File: config.mk
export PLATFORM = sky130hd
export DESIGN_NAME = eac_ctrl
export DESIGN_NICKNAME = d
export VERILOG_FILES = /design/src/rtl/eac_pkg.sv /design/src/rtl/eac_mem.sv /design/src/rtl/eac_ctrl.sv
export SDC_FILE = /design/constraint.sdc
export NUM_CORES = 2
export LEC_CHECK = 0
export BUFFER_PORTS_ARGS = -buffer_cell sky130_fd_sc_hd__buf_2
export CORE_MARGIN = 2
export CORE_UTILIZATION = 45
export CTS_BUF_LIST = sky130_fd_sc_hd__clkbuf_2
export CTS_CLUSTER_DIAMETER = 40
export DETAILED_ROUTE_END_ITERATION = 16
export PLACE_DENSITY = 0.57
export SYNTH_ARGS = -nofsm -noshare
export SYNTH_HDL_FRONTEND = slang
export SYNTH_HIERARCHICAL = 1
export SYNTH_SLANG_ARGS = --single-unit
File: constraint.sdc
create_clock -name ref_clk -period 13.08 [get_ports ref_clk]
set_clock_uncertainty 0.2 [all_clocks]
set_input_delay 0.654 -clock ref_clk [delete_from_list [all_inputs] [get_ports ref_clk]]
set_output_delay 0.654 -clock ref_clk [all_outputs]
set_load 0.03 [all_outputs]
File: src/rtl/eac_pkg.sv
// Purpose: Shared constants for the EEPROM access control block.
// Assumes: One 250 MHz core clock; the write timer derives a 1 MHz tick.
// Notes: I/O select codes pick one of four byte registers.
package eac_pkg;
    localparam int unsigned CLK_PERIOD_NS = 4;
    localparam int unsigned OSC_PERIOD_NS = 1000;
    localparam int unsigned OSC_DIV = OSC_PERIOD_NS / CLK_PERIOD_NS;
    localparam int unsigned WRITE_OSC_CYCLES = 8448;
    localparam int unsigned MWE_HOLD_CYCLES = 4;
    localparam int unsigned WRITE_STALL_CYCLES = 2;
    localparam int unsigned READ_STALL_CYCLES = 4;
    localparam int unsigned ADDR_W = 9;
    localparam int unsigned DEPTH = 512;
    localparam logic [1:0] SEL_CONTROL = 2'h0;
    localparam logic [1:0] SEL_ADDR_LO = 2'h1;
    localparam logic [1:0] SEL_ADDR_HI = 2'h2;
    localparam logic [1:0] SEL_DATA = 2'h3;
    localparam int unsigned BIT_READY_IRQ_ENABLE = 3;
    localparam int unsigned BIT_MASTER_WRITE_ENABLE = 2;
    localparam int unsigned BIT_WRITE_STROBE = 1;
    localparam int unsigned BIT_READ_STROBE = 0;
    localparam logic [7:0] CONTROL_RESET = 8'h00;
    localparam logic [7:0] DATA_RESET = 8'h00;
    localparam logic [8:0] ADDR_RESET = 9'h000;
endpackage : eac_pkg

File: src/rtl/eac_mem.sv
// Purpose: Byte-wide storage array for the data EEPROM.
// Assumes: Write and read requests are single-cycle pulses.
// Notes: Read data appear in a register one cycle after the request.
module eac_mem #(
    parameter int unsigned AW = 9,
    parameter int unsigned DEPTH = 512
) (
    // Clock.
    input wire logic ref_clk,
    // Access.
    input wire logic wr_en,
    input wire logic rd_en,
    input wire logic [AW-1:0] addr,
    input wire logic [7:0] wdata,
    output logic [7:0] rdata_q
);
    logic [7:0] cells [DEPTH];

    always_ff @(posedge ref_clk)
    begin
        if (wr_en)
        begin
            cells[addr] <= wdata;
        end
        if (rd_en)
        begin
            rdata_q <= cells[addr];
        end
    end
endmodule : eac_mem

File: src/rtl/eac_ctrl.sv
// Purpose: CPU-side control of byte reads and self-timed writes to EEPROM.
// Assumes: I/O strobes are synchronous to ref_clk and last one cycle.
// Notes: The write timer runs from a 1 MHz tick divided down from ref_clk.
//
// Behaviour
// - Control bits 7..4 read as zero.
// - Ready interrupt requested while idle and enabled.
// - Write starts only within master-enable window.
// - Master enable clears itself after four cycles.
// - No write during flash self-programming.
// - Hardware clears write strobe when write ends.
// - Write start stalls CPU two cycles.
// - Read strobe reads current address immediately.
// - Read stalls CPU four cycles.
// - Busy write blocks reads and address changes.
// - Write lasts 8448 ticks of 1 MHz.
// - Address is nine bits, upper bits zero.
// - Data register feeds writes, receives reads.
module eac_ctrl
    import eac_pkg::*;
#(
    parameter int unsigned WRITE_TICKS = WRITE_OSC_CYCLES,
    parameter int unsigned TICK_DIV = OSC_DIV
) (
    // Clock and reset.
    input wire logic ref_clk,
    input wire logic reset,
    // CPU I/O access.
    input wire logic io_wr,
    input wire logic io_rd,
    input wire logic [1:0] io_sel,
    input wire logic [7:0] io_wdata,
    output logic [7:0] io_rdata,
    // CPU status.
    input wire logic global_irq_flag,
    input wire logic flash_selfprog_enable,
    output logic ready_irq,
    output logic cpu_stall
);
    import eac_pkg::*;

    logic ready_irq_enable_q, ready_irq_enable_d;
    logic master_write_enable_q, master_write_enable_d;
    logic write_strobe_q, write_strobe_d;
    logic read_strobe_q, read_strobe_d;
    logic [2:0] mwe_cnt_q, mwe_cnt_d;
    logic [8:0] nv_address_q, nv_address_d;
    logic [7:0] nv_data_q, nv_data_d;
    logic [7:0] div_q, div_d;
    logic [13:0] ticks_q, ticks_d;
    logic [2:0] stall_cnt_q, stall_cnt_d;
    logic [7:0] rdata_q, rdata_d;
    logic irq_q, irq_d;
    logic stall_q, stall_d;
    logic wr_ctrl;
    logic start_write;
    logic start_read;
    logic osc_tick;
    logic [7:0] control_view;
    logic [7:0] mem_rdata;

    assign wr_ctrl = io_wr && io_sel == SEL_CONTROL;
    // Strobe counts only inside the enable window and outside flash work.
    assign start_write = wr_ctrl && io_wdata[BIT_WRITE_STROBE]
        && master_write_enable_q && !write_strobe_q
        && !flash_selfprog_enable;
    // No read while a write is still running.
    assign start_read = wr_ctrl && io_wdata[BIT_READ_STROBE]
        && !write_strobe_q;
    assign osc_tick = write_strobe_q && div_q == 8'(TICK_DIV - 1);
    assign control_view = {4'h0, ready_irq_enable_q, master_write_enable_q,
        write_strobe_q, read_strobe_q};

    always_comb
    begin
        ready_irq_enable_d = ready_irq_enable_q;
        master_write_enable_d = master_write_enable_q;
        mwe_cnt_d = mwe_cnt_q;
        write_strobe_d = write_strobe_q;
        read_strobe_d = 1'b0;
        nv_address_d = nv_address_q;
        nv_data_d = nv_data_q;
        div_d = div_q;
        ticks_d = ticks_q;
        stall_cnt_d = stall_cnt_q;
        rdata_d = rdata_q;
        if (mwe_cnt_q != 3'h0)
        begin
            mwe_cnt_d = mwe_cnt_q - 3'h1;
            if (mwe_cnt_q == 3'h1)
            begin
                master_write_enable_d = 1'b0;
            end
        end
        if (wr_ctrl)
        begin
            ready_irq_enable_d = io_wdata[BIT_READY_IRQ_ENABLE];
            if (io_wdata[BIT_MASTER_WRITE_ENABLE])
            begin
                master_write_enable_d = 1'b1;
                mwe_cnt_d = 3'(MWE_HOLD_CYCLES);
            end
        end
        if (start_write)
        begin
            write_strobe_d = 1'b1;
            div_d = 8'h00;
            ticks_d = 14'h0000;
            stall_cnt_d = 3'(WRITE_STALL_CYCLES);
        end
        else if (write_strobe_q)
        begin
            div_d = osc_tick ? 8'h00 : div_q + 8'h01;
            if (osc_tick)
            begin
                ticks_d = ticks_q + 14'h0001;
                if (ticks_q == 14'(WRITE_TICKS - 1))
                begin
                    write_strobe_d = 1'b0;
                end
            end
        end
        if (start_read)
        begin
            read_strobe_d = 1'b1;
            stall_cnt_d = 3'(READ_STALL_CYCLES);
        end
        else if (stall_cnt_q != 3'h0 && !start_write)
        begin
            stall_cnt_d = stall_cnt_q - 3'h1;
        end
        if (read_strobe_q)
        begin
            nv_data_d = mem_rdata;
        end
        if (io_wr && !write_strobe_q && io_sel == SEL_ADDR_LO)
        begin
            nv_address_d[7:0] = io_wdata;
        end
        if (io_wr && !write_strobe_q && io_sel == SEL_ADDR_HI)
        begin
            nv_address_d[8] = io_wdata[0];
        end
        if (io_wr && io_sel == SEL_DATA)
        begin
            nv_data_d = io_wdata;
        end
        if (io_rd)
        begin
            case (io_sel)
                SEL_CONTROL: rdata_d = control_view;
                SEL_ADDR_LO: rdata_d = nv_address_q[7:0];
                SEL_ADDR_HI: rdata_d = {7'h00, nv_address_q[8]};
                SEL_DATA: rdata_d = nv_data_q;
                default: rdata_d = 8'h00;
            endcase
        end
        // Level request while idle and both enables are set.
        irq_d = ready_irq_enable_q && global_irq_flag
            && !write_strobe_q;
        stall_d = stall_cnt_d != 3'h0;
    end

    always_ff @(posedge ref_clk or posedge reset)
    begin
        if (reset)
        begin
            ready_irq_enable_q <= CONTROL_RESET[BIT_READY_IRQ_ENABLE];
            master_write_enable_q <= CONTROL_RESET[BIT_MASTER_WRITE_ENABLE];
            write_strobe_q <= CONTROL_RESET[BIT_WRITE_STROBE];
            read_strobe_q <= CONTROL_RESET[BIT_READ_STROBE];
            mwe_cnt_q <= 3'h0;
            nv_address_q <= ADDR_RESET;
            nv_data_q <= DATA_RESET;
            div_q <= 8'h00;
            ticks_q <= 14'h0000;
            stall_cnt_q <= 3'h0;
            rdata_q <= 8'h00;
            irq_q <= 1'b0;
            stall_q <= 1'b0;
        end
        else
        begin
            ready_irq_enable_q <= ready_irq_enable_d;
            master_write_enable_q <= master_write_enable_d;
            write_strobe_q <= write_strobe_d;
            read_strobe_q <= read_strobe_d;
            mwe_cnt_q <= mwe_cnt_d;
            nv_address_q <= nv_address_d;
            nv_data_q <= nv_data_d;
            div_q <= div_d;
            ticks_q <= ticks_d;
            stall_cnt_q <= stall_cnt_d;
            rdata_q <= rdata_d;
            irq_q <= irq_d;
            stall_q <= stall_d;
        end
    end

    // Array is written at the start of the write, from the data register.
    eac_mem #(
        .AW(ADDR_W),
        .DEPTH(DEPTH)
    ) u_mem (
        .ref_clk(ref_clk),
        .wr_en(start_write),
        .rd_en(start_read),
        .addr(nv_address_q),
        .wdata(nv_data_q),
        .rdata_q(mem_rdata)
    );

    assign io_rdata = rdata_q;
    assign ready_irq = irq_q;
    assign cpu_stall = stall_q;
endmodule : eac_ctrl

# Yosys cells after proc, flatten, opt, wreduce, memory -nomap -nowiden
# Memory sizes are Yosys's and may differ from the RTL's. A register that Yosys moved wholly into a read port is not among the register bits.
# Index checks and enable logic that the tools add are counted.
# classes
n_addsub	4
eq_ne	6
mux	26
n_reduce_logical	26
# ops
operator	count
2-to-1 mux 14 bit	3
2-to-1 mux 8 bit	5
case mux 8 bit (4 select lines)	1
2-to-1 mux 3 bit	6
logical AND 1 bit	15
adder 14 x 1 -> 14 bit, second input constant	1
equality test 14 bit, second input constant	1
2-to-1 mux 1 bit	11
nonzero test 3 bit	3
adder 8 x 1 -> 8 bit, second input constant	1
equality test 8 bit, second input constant	1
nonzero test 2 bit	3
subtractor 3 x 1 -> 3 bit, second input constant	2
equality test 2 bit, second input constant	2
equality test 3 x 1 -> 1 bit, second input constant	1
logical NOT 1 bit	3
equality test 2 x 1 -> 1 bit, second input constant	1
logical NOT 2 bit	1
AND reduction 2 bit	1
# word_totals
reg_bits	59
ram_bits	4096
in_bits	16
out_inout_bits	10
elab_cells	77
n_memories	1
# mem_list
name	depth	width	rd	rd_clocked_by_memory_dff	wr	line_no	text
u_mem.cells	512	8	1	1	1	eac_mem.sv:17	logic [7:0] cells [DEPTH];

# Longest topological paths before layout
# depth
depth_word	11
depth_mapped	13
depth_no_buf	7

# Modules after synthesis
# The synthesis kept the hierarchy.
# modules_own_cells
module	n_inst	cells_each	area_each_um2	seq_area_each_um2
eac_mem	1	7575	158439.5	123238.2
eac_ctrl	1	291	3005.4	1476.4

# Worst setup path before layout
# Ideal clock, no wire load.
# synth_path
path_type	register to register
from	register nv_data_q[0]
to	register rdata_q[0], in the netlist io_rdata[0]
setup_time_ps	65
t_arrival_ps	7498
setup_slack_ps	5317
path_stages_with_launch	3
n_path_buf	0
synth_period_minus_slack_ps	7763
cell_sequence	dfrtp_1 mux4_2 mux2_2
# synth_via
elab_chain_cells	1
# synth_lines
item	line_no	text
from (decl)	eac_ctrl.sv:48	logic [7:0] nv_data_q, nv_data_d;
from (signal assigned)	eac_ctrl.sv:190	nv_data_q <= nv_data_d;
case mux 8 bit (4 select lines)	eac_ctrl.sv:150	case (io_sel)
to (signal assigned)	eac_ctrl.sv:194	rdata_q <= rdata_d;
to (decl)	eac_ctrl.sv:52	logic [7:0] rdata_q, rdata_d;
# No other way between the ends.
# A chain may end at the register's enable or synchronous reset.

==> flow_summary.yaml <==
status:
  status: "finished, violations left"
  violations: "slew limit"
placed_design:
  numPortBuffers: 25
  place_area_um2: 167000
  place.gp.congestion: 0.879
  dp_hpwl_mm: 278
clock_network:
  clkSlewWorstSetupHoldPaths_ns: 0.11
  cts-htree-levels: 7
  root_buffer: "clkbuf_2"
  cts_tree: "yes"
  clkLatencyLatePin_ns: 2.21
  cts_resized: 0
  clock_tree.buffer_depth: 5
  cts.sinks: 4163
  cts-buffers-inserted: 1112
layout:
  synthToLayoutAreaGrowth_pct: 9.44
  register_area_um2: 125000
  final_cell_area_um2: 177000
  multi_input_area_um2: 34400
  fill_cells: 29480
  drive_gt1_share_pct: 29.2
  nets: 8804
sta:
  period_minus_slack_ns: 6.56
  clock.fmax_ghz: 0.152
  rsz0062_at_grt: "no"
  setup_violations: 0
  max-slew-margin-rel_pct: -0.792
  tns_ns: 0
  timing_hold_violations_final: 0
  drv_slew: 17
  tightest_slew_ns: 1.51
  whs_ns: 0.298
  finalCritPeriodShare_pct: 50.2
synth:
  synth_area_leader_cell: "edfxtp_1"
  ys.flop_type: "edfxtp_1"
  synth_most_common_cell: "edfxtp_1"
  ys_ff_latch: 4163
  yosysUniqueCellTypes: 81
  post_synth.cell_area_avg_um2: 20.5
  synth_edf_count: 4104
  syn_nets: 7890
  ys_warn_count: 6
  synthCells: 7866
  async_flop_share_pct: 1.42
  yosys-top-cells-count: "4104 x edfxtp_1, 817 x mux4_2, 566 x nor2_1"
  yosysSeqAreaShare_pct: 77.2
  synth_top_area_share_pct: 76.3
  synth_area_leaders: "edfxtp_1 76%, mux4_2 11%, mux2i_1 2.8%"
  netlist_area_um2: 161000
route:
  routed_wl_mm: 465
  drt_iter0_drc: 10767
  route.detailed.drc: 0
  vias: 87073
  routed_via_density: 6.13
  postRouteAntennaNets: 0
  firstDrtPassIters: 6
  wire_per_inst_um: 32.7
critical_path:
  worstSetupPathType: "flop to flop"
  startpoint_type: "flop"
  critPathArrivalTime_ns: 8.19
  critPathMaxFanout: 80
  worstPathRequired_ns: 14.71
  crit_path_end_kind: "flop"
die:
  coreArea_um2: 356000
  rows: 219
  die_w_um: 603
  die_area_um2: 364000
  pin_count: 26
  die_y_um: 603
  initial_core_util_pct: 45.3
pwr:
  power.density_nw_per_um2: 194
  ir_drop_v: 0.000141
  leakagePower_nw: 57.0
flow_run:
  timing.max_cap.violations: 0
grt:
  grt_pass1_wl_mm: 652
  grtUsageTotal_pct: 25.6
  grt_max_degree: 201
  grt-ovfl-total: 0
  antenna_found_initial: 31
  grt_pass1_vias: 87972
hold_path:
  worstHoldPathType: "input pin to flop"
## state kept, by name, summed over array words and instances, names as in the netlist
register               cells
u_mem/cells             4096
ticks_q                   14
nv_address_q               9
div_q                      8
io_rdata                   8
nv_data_q                  8
u_mem/rdata_q              8
mwe_cnt_q                  3
stall_cnt_q                3
cpu_stall                  1
master_write_enable_q      1
read_strobe_q              1
ready_irq                  1
ready_irq_enable_q         1
write_strobe_q             1
## critical path, cell delays in order, from the launching register on
cell	delay (ns)
dfrtp_4	0.75
buf_12	0.43
buf_12	0.59
buf_4	0.63
mux4_2	0.58
a221oi_1	0.50
a31oi_1	0.52
or4_1	0.63
nor3_1	0.93
nand4_1	0.27
## cells in the final DEF, fill, tap and decap left out, drive strengths merged, types with 20 or more instances in the layout
master	synthesis	layout
a211oi	37	37
a21oi	97	97
a221oi	92	92
a22o	47	47
a22oi	181	181
a31oi	81	81
a32oi	26	26
and3	30	30
buf	292	218
clkbuf	202	1556
clkinv	0	168
dfrtp	59	59
diode	0	20
dlygate4sd3	0	76
edfxtp	4104	4104
inv	19	50
mux2	29	29
mux2i	450	450
mux4	817	817
nand2	153	153
nand3	56	56
nand4	54	54
nor2	566	566
nor2b	26	26
nor3	30	30
nor4	42	42
o21ai	60	60
o22ai	122	122
## path summary, 6_finish.rpt
check | depth (start not counted) | to | slack [ns] | startpoint
worst max-delay path | 9 | u_mem/rdata_q[2] | 6.52 | nv_address_q[0]
worst min-delay path | 6 | nv_data_q[2] | 0.30 | io_wdata[2]
worst max register to register | 9 | u_mem/rdata_q[2] | 6.52 | nv_address_q[0]
worst min register to register | 1 | io_rdata[0] | 0.32 | io_rdata[0]
max in group asynchronous | 8 | nv_data_q[2] | 11.72 | reset
min in group asynchronous | 8 | nv_data_q[0] | 0.62 | reset
## kinds of logic after synthesis
| group | synth area share (%) |
|---|---|
| compound gates | 3.59 |
| xor+xnor | 0.0380 |
| fa+ha+maj | 0.0620 |
| buf+inv | 1.63 |
| flops | 77.2 |
| mux | 14.4 |
| simple gates | 3.04 |
## layout make-up
type                    count  share of cell area, %
flip-flops and latches   4163                   70.6
multi-input cells        3190                   19.5
clock buffers            1556                   4.41
well taps                4751                   3.36
repair buffers            294                   1.47
clock inverters           208                  0.593
inverters                  19                 0.0432
diodes                     20                 0.0283
## routing by layer
| metal | GRT usage, % | share of wire, % | vias up |
|---|---|---|---|
| met3 | 7.17 | 10 | 620 |
| met4 | 9.21 | 2.8 | 10 |
| met2 | 39.1 | 47 | 4615 |
| met5 | 0 | 0.014 | - |
| li1 | - | - | 35246 |
| met1 | 35.3 | 40 | 46582 |
## what timing repair did
action,CTS,global route
setup buffers,0,0
hold buffers,77,0
hold endpoints to repair,1011,0
## where the power goes
part / leakage, nW / internal [mW] / total, mW / switching [mW]
combinational: 12.2 / 3.60 / 10.1 / 6.51
sequential: 37.8 / 15.4 / 15.7 / 0.300
clock: 7.04 / 3.32 / 8.40 / 5.08
## stage by stage
stage | std cells | util [%] | worst slack [ns] | total power, mW
after floorplan | 7866 | - | 5.32 | 22.6
after global placement | 12338 | 46.8 | 6.30 | 26.0
after detailed placement | 12340 | 46.8 | 6.43 | 26.1
after CTS | 14181 | 49.5 | 6.30 | 34.5
after global routing | 14192 | 49.6 | 6.26 | 35.6
final | 14201 | 49.6 | 6.52 | 34.2
No activity file was read; power rests on OpenSTA's default activity.
